`config.mk`:
```
export PLATFORM = sky130hd
export DESIGN_NAME = rps_top
export DESIGN_NICKNAME = d
export VERILOG_FILES = /design/src/rtl/rps_pkg.sv /design/src/rtl/rps_top.sv
export VERILOG_INCLUDE_DIRS = /design/src /design/src/rtl
export SDC_FILE = /design/constraint.sdc
export NUM_CORES = 1
export LEC_CHECK = 0
export BUFFER_PORTS_ARGS = -buffer_cell sky130_fd_sc_hd__buf_2
export CAP_MARGIN = 25
export CORE_MARGIN = 3
export CORE_UTILIZATION = 45
export DETAILED_ROUTE_END_ITERATION = 6
export PLACE_DENSITY = 0.66
export SYNTH_ARGS = -nofsm -noshare
export SYNTH_HDL_FRONTEND = slang
export SYNTH_SLANG_ARGS = --single-unit
```
`constraint.sdc`:
```
create_clock -name CLK -period 8.05 [get_ports CLK]
set_input_delay 1.2075 -clock CLK [delete_from_list [all_inputs] [get_ports CLK]]
set_output_delay 1.2075 -clock CLK [all_outputs]
set_load 0.02 [all_outputs]
```
`src/rtl/rps_regs.svh`:
```
// Register offsets, field defaults and timing figures of the rail power sequencer.
// Assumes a single 40 MHz clock and a 1 ms internal timebase.
`ifndef RPS_REGS_SVH
`define RPS_REGS_SVH
`define RPS_A_CTRL       8'h00
`define RPS_A_ENABLE     8'h01
`define RPS_A_CODE0      8'h02
`define RPS_A_CODE9      8'h0b
`define RPS_A_DELAY0     8'h0c
`define RPS_A_DELAY8     8'h14
`define RPS_A_STATUS     8'h15
`define RPS_CTRL_RESET   3'h0
`define RPS_CODE_RESET   40'h2100876543
`define RPS_DELAY_RESET  8'h02
`define RPS_DELAY_MIN    8'h02
`define RPS_DELAY_MAX    8'h05
`define RPS_DOWN_FACTOR  8'h0a
`define RPS_STEP_NONE    4'h0
`define RPS_STEP_FIRST   4'h1
`define RPS_STEP_BACKUP  4'h2
`define RPS_STEP_SEALED  4'h3
`define RPS_STEP_LAST    4'ha
`define RPS_BACKUP_A     8
`define RPS_UNSEQ_TOP    6
`define RPS_LS_TWO       6
`define RPS_LS_THREE     7
`define RPS_CLK_HZ       40000000
`define RPS_TICKS_PER_S  1000
`define RPS_WAIT_MS      15'd20000
`define RPS_LONG_MS      15'd8000
`define RPS_LONGER_MS    15'd15000
`define RPS_DOWN_MS      15'd500
`define RPS_MS_MAX       15'h7fff
`endif

```
`src/rtl/rps_pkg.sv`:
```
// Types shared by the rail power sequencer.
// Needs nothing from rps_regs.svh; its numeric constants are local.
package rps_pkg;
  // Rail order: buck 1..4, general linear regulator, load switches one..three, backup a, b.
  localparam int RPS_NRAIL = 10;
  localparam int RPS_NDELAY = 9;
  typedef logic [RPS_NRAIL-1:0] rps_rails_t;
  // Global control bits.
  typedef struct packed {
    logic long_press_select;
    logic backup_rail_seal;
    logic shutdown_delay_multiplier;
  } rps_ctrl_t;
  // Power states, one-hot.
  typedef enum logic [5:0] {
    RPS_OFF      = 6'h01,
    RPS_WAIT     = 6'h02,
    RPS_ACTIVE   = 6'h04,
    RPS_SUSPEND  = 6'h08,
    RPS_RECOVERY = 6'h10,
    RPS_SHUTDOWN = 6'h20
  } rps_state_t;
endpackage

```
`src/rtl/rps_top.sv`:
```
// Rail power sequencer: power state machine, step sequencer and register port.
// Assumes all pin inputs are synchronous to CLK and register strobes are one cycle.
`timescale 1ns/1ps
`default_nettype none
`include "rps_regs.svh"

module rps_top
  import rps_pkg::*;
#(
  // Clock cycles per timebase tick; shorten in simulation.
  parameter int TICK_CYCLES = `RPS_CLK_HZ / `RPS_TICKS_PER_S
) (
  // Clock and reset.
  input  wire logic        CLK,
  input  wire logic        RST_N,
  // Register port.
  input  wire logic [7:0]  ADDR,
  input  wire logic [15:0] WR_DATA,
  input  wire logic        WR_EN,
  input  wire logic        RD_EN,
  output var  logic [15:0] RD_DATA,
  // Wake and fault inputs.
  input  wire logic        POWER_BUTTON,
  input  wire logic        SUPPLY_DETECT_PIN,
  input  wire logic        HOST_POWER_REQUEST,
  input  wire logic        MAIN_SUPPLY_PRESENT,
  input  wire logic        MAIN_SUPPLY_FAIL,
  input  wire logic        SUPPLY_UNDERVOLTAGE_LOCKOUT,
  input  wire logic        THERMAL_SHUTDOWN,
  input  wire logic        RAILS_IN_REGULATION,
  // Rail controls and status.
  output var  logic [9:0]  RAIL_ENABLE,
  output var  logic [9:0]  RAIL_DISCHARGE,
  output var  logic [5:0]  STATE,
  output var  logic        SEQUENCER_BUSY
);

  //////////////////////////////////////////////////////////////////////////////
  // Declarations.

  localparam logic [15:0] TICK_TOP = 16'(TICK_CYCLES - 1); // Last cycle of a tick.
  localparam logic [39:0] CODE_RESET = `RPS_CODE_RESET;    // Reset step codes, rail 0 lowest.

  logic        core_rst;                  // Pin reset or supply failure.
  rps_ctrl_t   ctrl_reg;                  // Global control bits.
  logic [3:0]  code_reg [RPS_NRAIL];      // Step code of each rail.
  logic [7:0]  delay_reg [RPS_NDELAY];    // Step delays in ms.
  rps_rails_t  en_reg;                    // Rail enables.
  rps_rails_t  dis_reg;                   // Rail discharge controls.
  rps_state_t  state_reg;                 // Power state.
  rps_state_t  state_next;                // Next power state.
  rps_state_t  target_reg;                // Where power-down ends.
  rps_state_t  target_next;               // Target chosen this cycle.
  logic        up_start;                  // Power-up begins this cycle.
  logic        down_start;                // Power-down begins this cycle.
  logic        down_end;                  // Power-down window ends this cycle.
  logic        pb_reg;                    // Button, one cycle late.
  logic        sd_reg;                    // Supply detect, one cycle late.
  logic        hpr_reg;                   // Host request, one cycle late.
  logic        pb_fall;                   // Button pressed.
  logic        sd_fall;                   // Supply detect pulled low.
  logic        hpr_rise;                  // Host request asserted.
  logic        no_fault;                  // Neither lockout nor thermal.
  logic [15:0] cyc_reg;                   // Timebase divider.
  logic        tick;                      // One-cycle timebase pulse.
  logic [14:0] wait_ms_reg;               // Time spent waiting.
  logic [14:0] press_ms_reg;              // Time the button is held.
  logic [14:0] down_ms_reg;               // Time since power-down began.
  logic        run_reg;                   // Sequencer running.
  logic        up_reg;                    // Direction, high for power-up.
  logic [3:0]  step_reg;                  // Step to fire next.
  logic [3:0]  step_next;                 // Step after this one.
  logic [7:0]  cnt_reg;                   // Remaining delay in ticks.
  logic        fire;                      // Current step fires now.
  logic        last_step;                 // Current step ends the run.
  logic [3:0]  delay_idx;                 // Delay that follows this step.
  logic [7:0]  delay_ms;                  // Clamped delay value.
  logic [7:0]  delay_ticks;               // Delay after the multiplier.
  rps_rails_t  hit;                       // Rails owned by the firing step.
  logic [14:0] long_limit;                // Selected long-press time.
  logic [15:0] rd_next;                   // Read mux output.

  //////////////////////////////////////////////////////////////////////////////
  // Helpers.

  // Keeps a programmed delay inside the legal window.
  function automatic logic [7:0] clamp_delay(input logic [7:0] v);
    logic [7:0] r;
    r = v;
    if (v < `RPS_DELAY_MIN) begin
      r = `RPS_DELAY_MIN;
    end else if (v > `RPS_DELAY_MAX) begin
      r = `RPS_DELAY_MAX;
    end
    return r;
  endfunction

  // A brown-out behaves like reset, so the core restarts from off.
  assign core_rst = !RST_N || MAIN_SUPPLY_FAIL;

  //////////////////////////////////////////////////////////////////////////////
  // Input edges and timebase.

  // Previous pin levels feed the edge detectors.
  always_ff @(posedge CLK) begin
    if (core_rst) begin
      pb_reg  <= 1'b1;
      sd_reg  <= 1'b1;
      hpr_reg <= 1'b0;
    end else begin
      pb_reg  <= POWER_BUTTON;
      sd_reg  <= SUPPLY_DETECT_PIN;
      hpr_reg <= HOST_POWER_REQUEST;
    end
  end

  assign pb_fall  = pb_reg && !POWER_BUTTON;
  assign sd_fall  = sd_reg && !SUPPLY_DETECT_PIN;
  assign hpr_rise = !hpr_reg && HOST_POWER_REQUEST;
  assign no_fault = !SUPPLY_UNDERVOLTAGE_LOCKOUT && !THERMAL_SHUTDOWN;

  // Free-running divider; every delay and hold timer counts its ticks.
  always_ff @(posedge CLK) begin
    if (core_rst) begin
      cyc_reg <= 16'h0000;
    end else if (cyc_reg == TICK_TOP) begin
      cyc_reg <= 16'h0000;
    end else begin
      cyc_reg <= cyc_reg + 16'h0001;
    end
  end

  assign tick = (cyc_reg == TICK_TOP);

  //////////////////////////////////////////////////////////////////////////////
  // Millisecond timers.

  // Waiting timer restarts whenever the waiting state is entered.
  // The waiting and hold timers saturate, so a stuck state never wraps back to zero.
  always_ff @(posedge CLK) begin
    if (core_rst || state_reg != RPS_WAIT) begin
      wait_ms_reg <= 15'h0000;
    end else if (tick && wait_ms_reg != `RPS_MS_MAX) begin
      wait_ms_reg <= wait_ms_reg + 15'h0001;
    end
  end

  // Button hold timer; any release clears it.
  always_ff @(posedge CLK) begin
    if (core_rst || POWER_BUTTON) begin
      press_ms_reg <= 15'h0000;
    end else if (tick && press_ms_reg != `RPS_MS_MAX) begin
      press_ms_reg <= press_ms_reg + 15'h0001;
    end
  end

  // Power-down window timer, zero from the cycle after the trigger.
  always_ff @(posedge CLK) begin
    if (core_rst || down_start) begin
      down_ms_reg <= 15'h0000;
    end else if (tick && state_reg == RPS_SHUTDOWN) begin
      down_ms_reg <= down_ms_reg + 15'h0001;
    end
  end

  assign long_limit = ctrl_reg.long_press_select ? `RPS_LONGER_MS : `RPS_LONG_MS;
  // The window is fixed; delay settings only shape steps inside it.
  assign down_end = (state_reg == RPS_SHUTDOWN) && (down_ms_reg == `RPS_DOWN_MS);

  //////////////////////////////////////////////////////////////////////////////
  // Power state decisions.

  // Faults take priority over a long press, which beats ordinary requests.
  always_comb begin
    state_next  = state_reg;
    target_next = target_reg;
    up_start    = 1'b0;
    down_start  = 1'b0;
    unique case (state_reg)
      RPS_OFF: begin
        // Off also wakes when main supply is present with detect grounded.
        if (no_fault && (pb_fall || sd_fall || hpr_rise ||
            (MAIN_SUPPLY_PRESENT && !SUPPLY_DETECT_PIN))) begin
          up_start = 1'b1;
        end
      end
      RPS_RECOVERY: begin
        // Recovery plays the pre-off role: edges only, no supply level.
        if (no_fault && (pb_fall || sd_fall || hpr_rise)) begin
          up_start = 1'b1;
        end
      end
      RPS_SUSPEND: begin
        if (!no_fault) begin
          down_start  = 1'b1;
          target_next = RPS_RECOVERY;
        end else if (press_ms_reg > long_limit) begin
          down_start  = 1'b1;
          target_next = RPS_OFF;
        end else if (pb_fall || sd_fall || HOST_POWER_REQUEST) begin
          up_start = 1'b1;
        end
      end
      RPS_WAIT, RPS_ACTIVE: begin
        // Regulation is judged only once the rails have finished coming up.
        if (!no_fault || (!run_reg && !RAILS_IN_REGULATION)) begin
          down_start  = 1'b1;
          target_next = RPS_RECOVERY;
        end else if (press_ms_reg > long_limit) begin
          down_start  = 1'b1;
          target_next = RPS_OFF;
        end else if (state_reg == RPS_ACTIVE) begin
          if (!HOST_POWER_REQUEST) begin
            down_start  = 1'b1;
            target_next = RPS_SUSPEND;
          end
        end else if (HOST_POWER_REQUEST) begin
          state_next = RPS_ACTIVE;
        end else if (POWER_BUTTON && SUPPLY_DETECT_PIN && wait_ms_reg >= `RPS_WAIT_MS) begin
          down_start  = 1'b1;
          target_next = RPS_OFF;
        end
      end
      RPS_SHUTDOWN: begin
        if (down_end) begin
          state_next = target_reg;
        end
      end
      default: begin
        state_next = RPS_OFF;
      end
    endcase
    if (up_start) begin
      state_next = RPS_WAIT;
    end
    if (down_start) begin
      state_next = RPS_SHUTDOWN;
    end
  end

  // State and target registers.
  always_ff @(posedge CLK) begin
    if (core_rst) begin
      state_reg  <= RPS_OFF;
      target_reg <= RPS_OFF;
    end else begin
      state_reg  <= state_next;
      target_reg <= target_next;
    end
  end

  //////////////////////////////////////////////////////////////////////////////
  // Step sequencer.

  // Seal keeps the backup rails alive by ending the descent at step three.
  assign last_step = up_reg ? (step_reg == `RPS_STEP_LAST) :
                     (step_reg == `RPS_STEP_FIRST ||
                      (ctrl_reg.backup_rail_seal && step_reg == `RPS_STEP_SEALED));
  assign step_next = up_reg ? step_reg + 4'h1 : step_reg - 4'h1;
  // Delay n sits between steps n+1 and n+2 in either direction.
  assign delay_idx = up_reg ? step_reg - 4'h1 : step_reg - 4'h2;
  assign delay_ms  = clamp_delay(delay_reg[delay_idx]);
  // At most 5 ms times ten, so eight bits hold the product.
  assign delay_ticks = (!up_reg && ctrl_reg.shutdown_delay_multiplier) ?
                       8'(delay_ms * `RPS_DOWN_FACTOR) : delay_ms;
  assign fire = run_reg && (cnt_reg == 8'h00);

  // One step fires per pass; the delay then counts down in ticks.
  always_ff @(posedge CLK) begin
    if (core_rst) begin
      run_reg  <= 1'b0;
      up_reg   <= 1'b1;
      step_reg <= `RPS_STEP_FIRST;
      cnt_reg  <= 8'h00;
    end else if (up_start) begin
      run_reg  <= 1'b1;
      up_reg   <= 1'b1;
      step_reg <= `RPS_STEP_FIRST;
      cnt_reg  <= 8'h00;
    end else if (down_start) begin
      // A power-up still in progress is abandoned in favour of the descent.
      run_reg  <= 1'b1;
      up_reg   <= 1'b0;
      step_reg <= `RPS_STEP_LAST;
      cnt_reg  <= 8'h00;
    end else if (down_end) begin
      run_reg <= 1'b0;
    end else if (fire) begin
      if (last_step) begin
        run_reg <= 1'b0;
      end else begin
        step_reg <= step_next;
        cnt_reg  <= delay_ticks;
      end
    end else if (run_reg && tick) begin
      cnt_reg <= cnt_reg - 8'h01;
    end
  end

  // Steps one and two belong to the backup rails only; code zero never matches.
  always_comb begin
    for (int i = 0; i < RPS_NRAIL; i++) begin
      hit[i] = fire && (code_reg[i] == step_reg) && (code_reg[i] != `RPS_STEP_NONE) &&
               (step_reg > `RPS_STEP_BACKUP || i >= `RPS_BACKUP_A);
    end
  end

  //////////////////////////////////////////////////////////////////////////////
  // Rail enables and discharge.

  // Pins and read data both copy the enable register one cycle later, so reads match the pins.
  always_ff @(posedge CLK) begin
    if (core_rst) begin
      en_reg  <= '0;
      dis_reg <= '1;
    end else if (fire) begin
      for (int i = 0; i < RPS_NRAIL; i++) begin
        if (hit[i]) begin
          en_reg[i]  <= up_reg;
          dis_reg[i] <= !up_reg;
        end
      end
    end else if (down_start && target_next != RPS_SUSPEND) begin
      // Unsequenced converters, regulator and switch one drop immediately.
      for (int i = 0; i < `RPS_UNSEQ_TOP; i++) begin
        if (code_reg[i] == `RPS_STEP_NONE) begin
          en_reg[i]  <= 1'b0;
          dis_reg[i] <= 1'b1;
        end
      end
    end else if (down_end && target_reg != RPS_SUSPEND) begin
      // Toward suspend nothing unsequenced is touched.
      en_reg[`RPS_LS_TWO]    <= 1'b0;
      en_reg[`RPS_LS_THREE]  <= 1'b0;
      dis_reg[`RPS_LS_TWO]   <= 1'b1;
      dis_reg[`RPS_LS_THREE] <= 1'b1;
    end else if (WR_EN && ADDR == `RPS_A_ENABLE && !run_reg) begin
      // Writes during a sequence are dropped, so software cannot race it.
      en_reg  <= WR_DATA[RPS_NRAIL-1:0];
      dis_reg <= ~WR_DATA[RPS_NRAIL-1:0];
    end
  end

  //////////////////////////////////////////////////////////////////////////////
  // Configuration registers.

  // Codes and delays may be rewritten at any time; a running sequence sees the change.
  always_ff @(posedge CLK) begin
    if (core_rst) begin
      ctrl_reg <= `RPS_CTRL_RESET;
      for (int i = 0; i < RPS_NRAIL; i++) begin
        code_reg[i] <= CODE_RESET[i*4 +: 4];
      end
      for (int i = 0; i < RPS_NDELAY; i++) begin
        delay_reg[i] <= `RPS_DELAY_RESET;
      end
    end else if (WR_EN) begin
      if (ADDR == `RPS_A_CTRL) begin
        ctrl_reg <= rps_ctrl_t'(WR_DATA[2:0]);
      end
      for (int i = 0; i < RPS_NRAIL; i++) begin
        if (ADDR == `RPS_A_CODE0 + 8'(i)) begin
          code_reg[i] <= WR_DATA[3:0];
        end
      end
      for (int i = 0; i < RPS_NDELAY; i++) begin
        if (ADDR == `RPS_A_DELAY0 + 8'(i)) begin
          delay_reg[i] <= WR_DATA[7:0];
        end
      end
    end
  end

  // Read mux; unmapped addresses read zero.
  always_comb begin
    rd_next = 16'h0000;
    if (ADDR == `RPS_A_CTRL) begin
      rd_next = {13'h0000, ctrl_reg};
    end else if (ADDR == `RPS_A_ENABLE) begin
      rd_next = {6'h00, en_reg};
    end else if (ADDR >= `RPS_A_CODE0 && ADDR <= `RPS_A_CODE9) begin
      rd_next = {12'h000, code_reg[4'(ADDR - `RPS_A_CODE0)]};
    end else if (ADDR >= `RPS_A_DELAY0 && ADDR <= `RPS_A_DELAY8) begin
      rd_next = {8'h00, delay_reg[4'(ADDR - `RPS_A_DELAY0)]};
    end else if (ADDR == `RPS_A_STATUS) begin
      rd_next = {4'h0, up_reg, run_reg, step_reg, state_reg};
    end
  end

  // Read data stands for exactly the cycle after the strobe.
  always_ff @(posedge CLK) begin
    if (core_rst || !RD_EN) begin
      RD_DATA <= 16'h0000;
    end else begin
      RD_DATA <= rd_next;
    end
  end

  //////////////////////////////////////////////////////////////////////////////
  // Output flops.

  // Outputs follow their registers one cycle later.
  always_ff @(posedge CLK) begin
    if (core_rst) begin
      RAIL_ENABLE    <= '0;
      RAIL_DISCHARGE <= '1;
      STATE          <= RPS_OFF;
      SEQUENCER_BUSY <= 1'b0;
    end else begin
      RAIL_ENABLE    <= en_reg;
      RAIL_DISCHARGE <= dis_reg;
      STATE          <= state_reg;
      SEQUENCER_BUSY <= run_reg;
    end
  end

endmodule

`default_nettype wire

```
* After elaboration in Yosys (flattened, before gate mapping)
Memories as Yosys holds them, arrays and structs flattened.
Index checks and enable logic that the tools add are counted.
** Word-level totals
- Register bits after elaboration :: 156
- Bits in writable memories :: 112
- Bits of input ports :: 36
- Output and inout bits :: 43
- Word-level logic and storage cells :: 504
- Memories :: 2
** Memories
- delay_reg :: words 9, bits a word 8, read ports 2, clocked after memory_dff 0, write ports 9, RTL line rps_top.sv:47 : logic [7:0] delay_reg [RPS_NDELAY];
- code_reg :: words 10, bits a word 4, read ports 11, clocked after memory_dff 0, write ports 10, RTL line rps_top.sv:46 : logic [3:0] code_reg [RPS_NRAIL];
** Cells by class
- Add/subtract/negate cells :: 10
- Multipliers :: 1
- Magnitude comparators :: 9
- Equality and inequality tests :: 86
- Multiplexer cells :: 199
- Bitwise operators :: 24
- Reductions and logical operators :: 126
** Operator list (number)
- 2-to-1 mux 1 bit :: 129
- 2-to-1 mux 8 bit :: 15
- 2-to-1 mux 6 bit :: 19
- 2-to-1 mux 10 bit :: 8
- 2-to-1 mux 4 bit :: 18
- == test 8 x 4 -> 1 bit (second input constant) :: 8
- logical AND 1 bit :: 52
- == test 8 x 5 -> 1 bit (second input constant) :: 6
- nonzero test 4 bit :: 12
- adder 15 x 1 -> 15 bit (second input constant) :: 3
- == test 4 bit :: 10
- == test 8 x 3 -> 1 bit (second input constant) :: 4
- AND reduction 4 bit :: 8
- inequality test 15 bit (second input constant) :: 2
- logical NOT 4 bit :: 6
- inequality test 2 x 1 -> 1 bit (second input constant) :: 11
- inequality test 2 bit (second input constant) :: 10
- inequality test 4 bit (second input constant) :: 5
- bitwise OR 1 bit :: 19
- inequality test 3 x 2 -> 1 bit (second input constant) :: 6
- inequality test 3 bit (second input constant) :: 6
- case mux 6 bit (3 select lines) :: 1
- AND reduction 6 bit :: 3
- adder 16 x 1 -> 16 bit (second input constant) :: 1
- other kinds (50) :: 93

* Longest topological paths before layout
- Word-level depth :: 12
- Depth in mapped cells :: 22
- Depth with buffers taken out :: 18

* Worst setup path before layout
No wires, ideal clock.
- Kind :: register to register
- Start point :: register step_reg[0]
- End point :: register cnt_reg[6]
- Library setup time :: 0.128 ns
- Arrival :: 4.557 ns
- Data required time :: 7.922 ns
- Slack :: 3.365 ns
- Stages on the path, launching flop included :: 21
- Buffers on the path :: 4
- Period minus slack after synthesis :: 4.685 ns
- Cell sequence :: dfxtp_1 clkbuf_1 buf_1 inv_1 ha_1 clkbuf_1 clkbuf_1 nor3_1 mux2_2 nor4_1 nor4_1 o21ai_0 inv_1 ha_1 ha_1 fa_1 xor2_1 nand2_1 a21oi_1 mux2i_1 nor2_1
** Between the ends
- Longest elaborated chain between the ends :: 10
- Elaborated cells between the ends (all ways) :: 20
- Classes of those cells :: 2 x add/sub; 1 x mul; 2 x order compare; 4 x eq/ne; 7 x mux; 3 x reduce/logical; 1 x memory
** Ends and longest elaborated chain
- start: declaration :: RTL line rps_top.sv:71 : logic [3:0] step_reg;
- start signal: assignment :: RTL line rps_top.sv:273 : step_reg <= `RPS_STEP_FIRST;
- start signal: assignment :: RTL line rps_top.sv:278 : step_reg <= `RPS_STEP_FIRST;
- start signal: assignment :: RTL line rps_top.sv:284 : step_reg <= `RPS_STEP_LAST;
- subtractor 4 x 2 -> 4 bit or subtractor 4 x 1 -> 4 bit (tied branches) :: RTL line rps_top.sv:261 : assign delay_idx = up_reg ? step_reg - 4'h1 : step_reg - 4'h2;
- 2-to-1 mux 4 bit :: RTL line rps_top.sv:261
- memory read (9 x 8 bit)
- greater-than comparator 8 x 3 -> 1 bit (no source line)
- 2-to-1 mux 8 bit :: RTL line rps_top.sv:92 : end else if (v > `RPS_DELAY_MAX) begin
- 2-to-1 mux 8 bit :: RTL line rps_top.sv:90 : if (v < `RPS_DELAY_MIN) begin
- multiplier 8 x 3 -> 7 bit (no source line)
- 2-to-1 mux 8 bit :: RTL line rps_top.sv:264 : assign delay_ticks = (!up_reg && ctrl_reg.shutdown_delay_multiplier) ?
- 2-to-1 mux 8 bit :: RTL line rps_top.sv:289 : if (last_step) begin
- 2-to-1 mux 8 bit :: RTL line rps_top.sv:288 : end else if (fire) begin
- end signal: assignment :: RTL line rps_top.sv:293 : cnt_reg <= delay_ticks;
- end signal: assignment :: RTL line rps_top.sv:296 : cnt_reg <= cnt_reg - 8'h01;
- end: declaration :: RTL line rps_top.sv:73 : logic [7:0] cnt_reg;
Several ways; a longest one is shown, not always the timed one. The select of a mux whose other input is x is not followed.
A chain may end at the register's enable or synchronous reset.

* Worst setup path after layout
- Start point :: register step_reg[1]
- End point :: register cnt_reg[6]
The elaborated chain is that of the path after synthesis.

==> impl_metrics.env <==
export IMPL_synth_cells=1342
export IMPL_r2r_start="step_reg[1]$_SDFFE_PP0P_"
export IMPL_tightest_slew_ns=1.08
export IMPL_initial_utilization_pct=45.9
export IMPL_synth_area_um2=13700
export IMPL_rsz0062_at_grt="no"
export IMPL_syn_to_final_growth_pct=12.0
export IMPL_fp_row_count=63
export IMPL_io_buffers=68
export IMPL_cp_end_kind="flop"
export IMPL_first_pass_iters=5
export IMPL_cts_setup_buffers=0
export IMPL_vias_per_cell=5.81
export IMPL_crit_path_start_kind="flop"
export IMPL_numCtsBuffers=29
export IMPL_synthArstFlopShare_pct=0
export IMPL_max_stage_delay_ns=0.98
export IMPL_antenna_found_initial=1
export IMPL_vias=10500
export IMPL_final_period_utilization_pct=75.2
export IMPL_cts_sinks=264
export IMPL_dieArea_um2=32600
export IMPL_syn_area_per_cell_um2=10.2
export IMPL_track_usage_pct=20.1
export IMPL_setup_violations=0
export IMPL_ioPinCount=79
export IMPL_die_w_um=181
export IMPL_fin_tns_setup_ns=0
export IMPL_yosys_register_bits=264
export IMPL_ir_drop_v=0.000147
export IMPL_drc=0
export IMPL_crit_arrival_ns=6.46
export IMPL_grt_max_degree=59
export IMPL_max_clock_freq_mhz=165
export IMPL_post_drt_wl_per_cell_um=18.9
export IMPL_ant_nets=0
export IMPL_cts_resized=0
export IMPL_maxSlewViolCount=0
export IMPL_cp_max_fo=21
export IMPL_timing_slew_headroom_pct=27.1
export IMPL_synth_edff_count=112
export IMPL_drive_gt1_share_pct=14.6
export IMPL_dpl_cell_count=1748
export IMPL_grt_pass1_vias=9742
export IMPL_synth_cell_types=84
export IMPL_routabilityCongestion=0.884
export IMPL_postCtsHoldBufs=0
export IMPL_maxCapViolCount=0
export IMPL_synthTopCellsByArea="edfxtp_1, dfxtp_1, mux4_2"
export IMPL_grt_pass1_wl_um=53500
export IMPL_cts_root_buf="clkbuf_16"
export IMPL_ys_warn_count=0
export IMPL_synth_commonest_cells="dfxtp_1, nor2_1, edfxtp_1"
export IMPL_diodes=0
export IMPL_detail_route_wirelength_um=34100
export IMPL_worstPathRequired_ns=8.45
export IMPL_crit_chain="inv_1 -> ha_1 -> nor2b_1 -> a21o_1 -> mux2_2 -> nor4_1 -> nor4_1 -> o21ai_0 -> inv_1 -> ha_1 -> ha_1 -> fa_1 -> xor2_1 -> nand2_1 -> a21oi_1 -> mux2i_1 -> nor2_1"
export IMPL_fp_coreArea_um2=29900
export IMPL_hpwl_um=24200
export IMPL_hp_start="dis_reg[8]$_SDFFE_PN1P_"
export IMPL_p_leak_nw=5.71
export IMPL_finClkSkew_ns=0.0259
export IMPL_cpMostUsedCell="ha_1"
export IMPL_cp_slowest_cell="dfxtp_1"
export IMPL_nets=1467
export IMPL_synth_most_common_cell="dfxtp_1"
export IMPL_synth_flop_cell="dfxtp_1"
export IMPL_ys_seq_area_share_pct=46.7
export IMPL_die_h_um=181
export IMPL_p_per_area_nw_per_um2=195
export IMPL_htree_num_levels=1
export IMPL_cts_tree="built"
export IMPL_synth_top_cell_area_share_pct=24.5
export IMPL_clk_pin_slew_worst_paths_ns=0.06
export IMPL_synth_top_area_cell="edfxtp_1"
export IMPL_largest_register_ffs=72
export IMPL_report_final_hold_viol_count=0
export IMPL_min_path_type="flop to flop"
export IMPL_outcome="finished clean"
export IMPL_clkLatencyLatePin_ns=0.55
export IMPL_cp_startpoint="step_reg[1]$_SDFFE_PP0P_"
export IMPL_grt_overflow_total=0
export IMPL_drt_iter0_drc=830
export IMPL_ctsLongestPathBuffers=3
export IMPL_critPathKind="flop to flop"
export IMPL_final_cells=1804
export IMPL_fin_crit_ns=6.06
==> layer usage <==
layer | wire length [µm] | up-vias | global-route usage [%]
li1 | - | 5006 | -
met1 | 15400 | 5034 | 28.7
met2 | 15000 | 383 | 31.1
met3 | 2870 | 61 | 4.52
met4 | 813 | 2 | 5.40
met5 | 13 | - | 0
==> final timing paths <==
| check | cells past startpoint | endpoint | slack, ns |
|---|---|---|---|
| worst min register to register | 2 | RAIL_DISCHARGE[8]$_SDFF_PN1_ | 0.42 |
| worst max register to register | 17 | cnt_reg[6]$_SDFFE_PP0P_ | 1.99 |
| worst max-delay path | 17 | cnt_reg[6]$_SDFFE_PP0P_ | 1.99 |
| worst min-delay path | 2 | RAIL_DISCHARGE[8]$_SDFF_PN1_ | 0.42 |
==> through the flow <==
step                utilization, %  area [µm²]  hold slack, ns  setup WS [ns]  power [mW]
floorplan                        -       13700           0.393           3.37        1.64
global placement              48.0       14300           0.404           2.37        1.70
detailed placement            48.2       14400           0.406           2.20        1.71
CTS                           51.3       15300           0.424           2.13        3.02
global route                  51.4       15400           0.446           1.64        3.11
finish                        51.4       15400           0.417           1.99        2.99
==> final cells by class <==
class                      instances  area, µm²
multi-input combinational        964       6850
fill                            2714      14500
clock inverter                    11       82.6
tap                              390        488
inverter                          46        173
timing repair buffer              87        494
sequential                       264       6410
clock buffer                      42        868
==> critical path: cells and delay by family, from the launching register on <==
kind	cells	cell delay (ns)
AO/OA/AOI/OAI	3	1.24
buffers and inverters	2	0.41
flip-flops	1	0.98
XOR/XNOR	1	0.17
AND/OR/NAND/NOR	5	1.16
multiplexers	2	0.52
adder cells (fa/ha/maj)	4	1.41
==> layout by cell type, fill, tap and decap left out, types with 12 or more instances in the layout <==
cell         n
dfxtp_1    152
nor2_1     144
edfxtp_1   112
nand2_1     85
buf_2       68
a21oi_1     60
xnor2_1     50
and2_1      48
inv_1       44
nand3_1     43
nor3_1      41
o21ai_0     41
xor2_1      41
ha_1        38
mux2i_1     35
clkbuf_16   32
mux4_2      31
a211oi_1    24
nand4_1     23
nor4_1      20
nand2b_1    19
and3_1      18
buf_4       15
a31oi_1     14
or4_1       13
or3_1       12
==> power breakdown <==
group          total (mW)  internal (mW)  switching, mW  leakage [nW]
logic               0.232         0.0931          0.139          2.83
registers            1.46           1.43         0.0273          2.41
clock network        1.31          0.778          0.529         0.474
total                2.99           2.30          0.694          5.71
==> cells by family after synthesis <==
| logic type | Yosys count | share of synthesized area, % |
|---|---|---|
| AO/OA/AOI/OAI | 221 | 11.2 |
| XOR/XNOR | 92 | 5.93 |
| adder cells (fa/ha/maj) | 39 | 3.61 |
| buffers and inverters | 121 | 3.67 |
| flip-flops | 264 | 46.7 |
| multiplexers | 83 | 9.15 |
| other | 1 | 0.0273 |
| AND/OR/NAND/NOR | 521 | 19.7 |
Power figures use the tool's default switching activity.
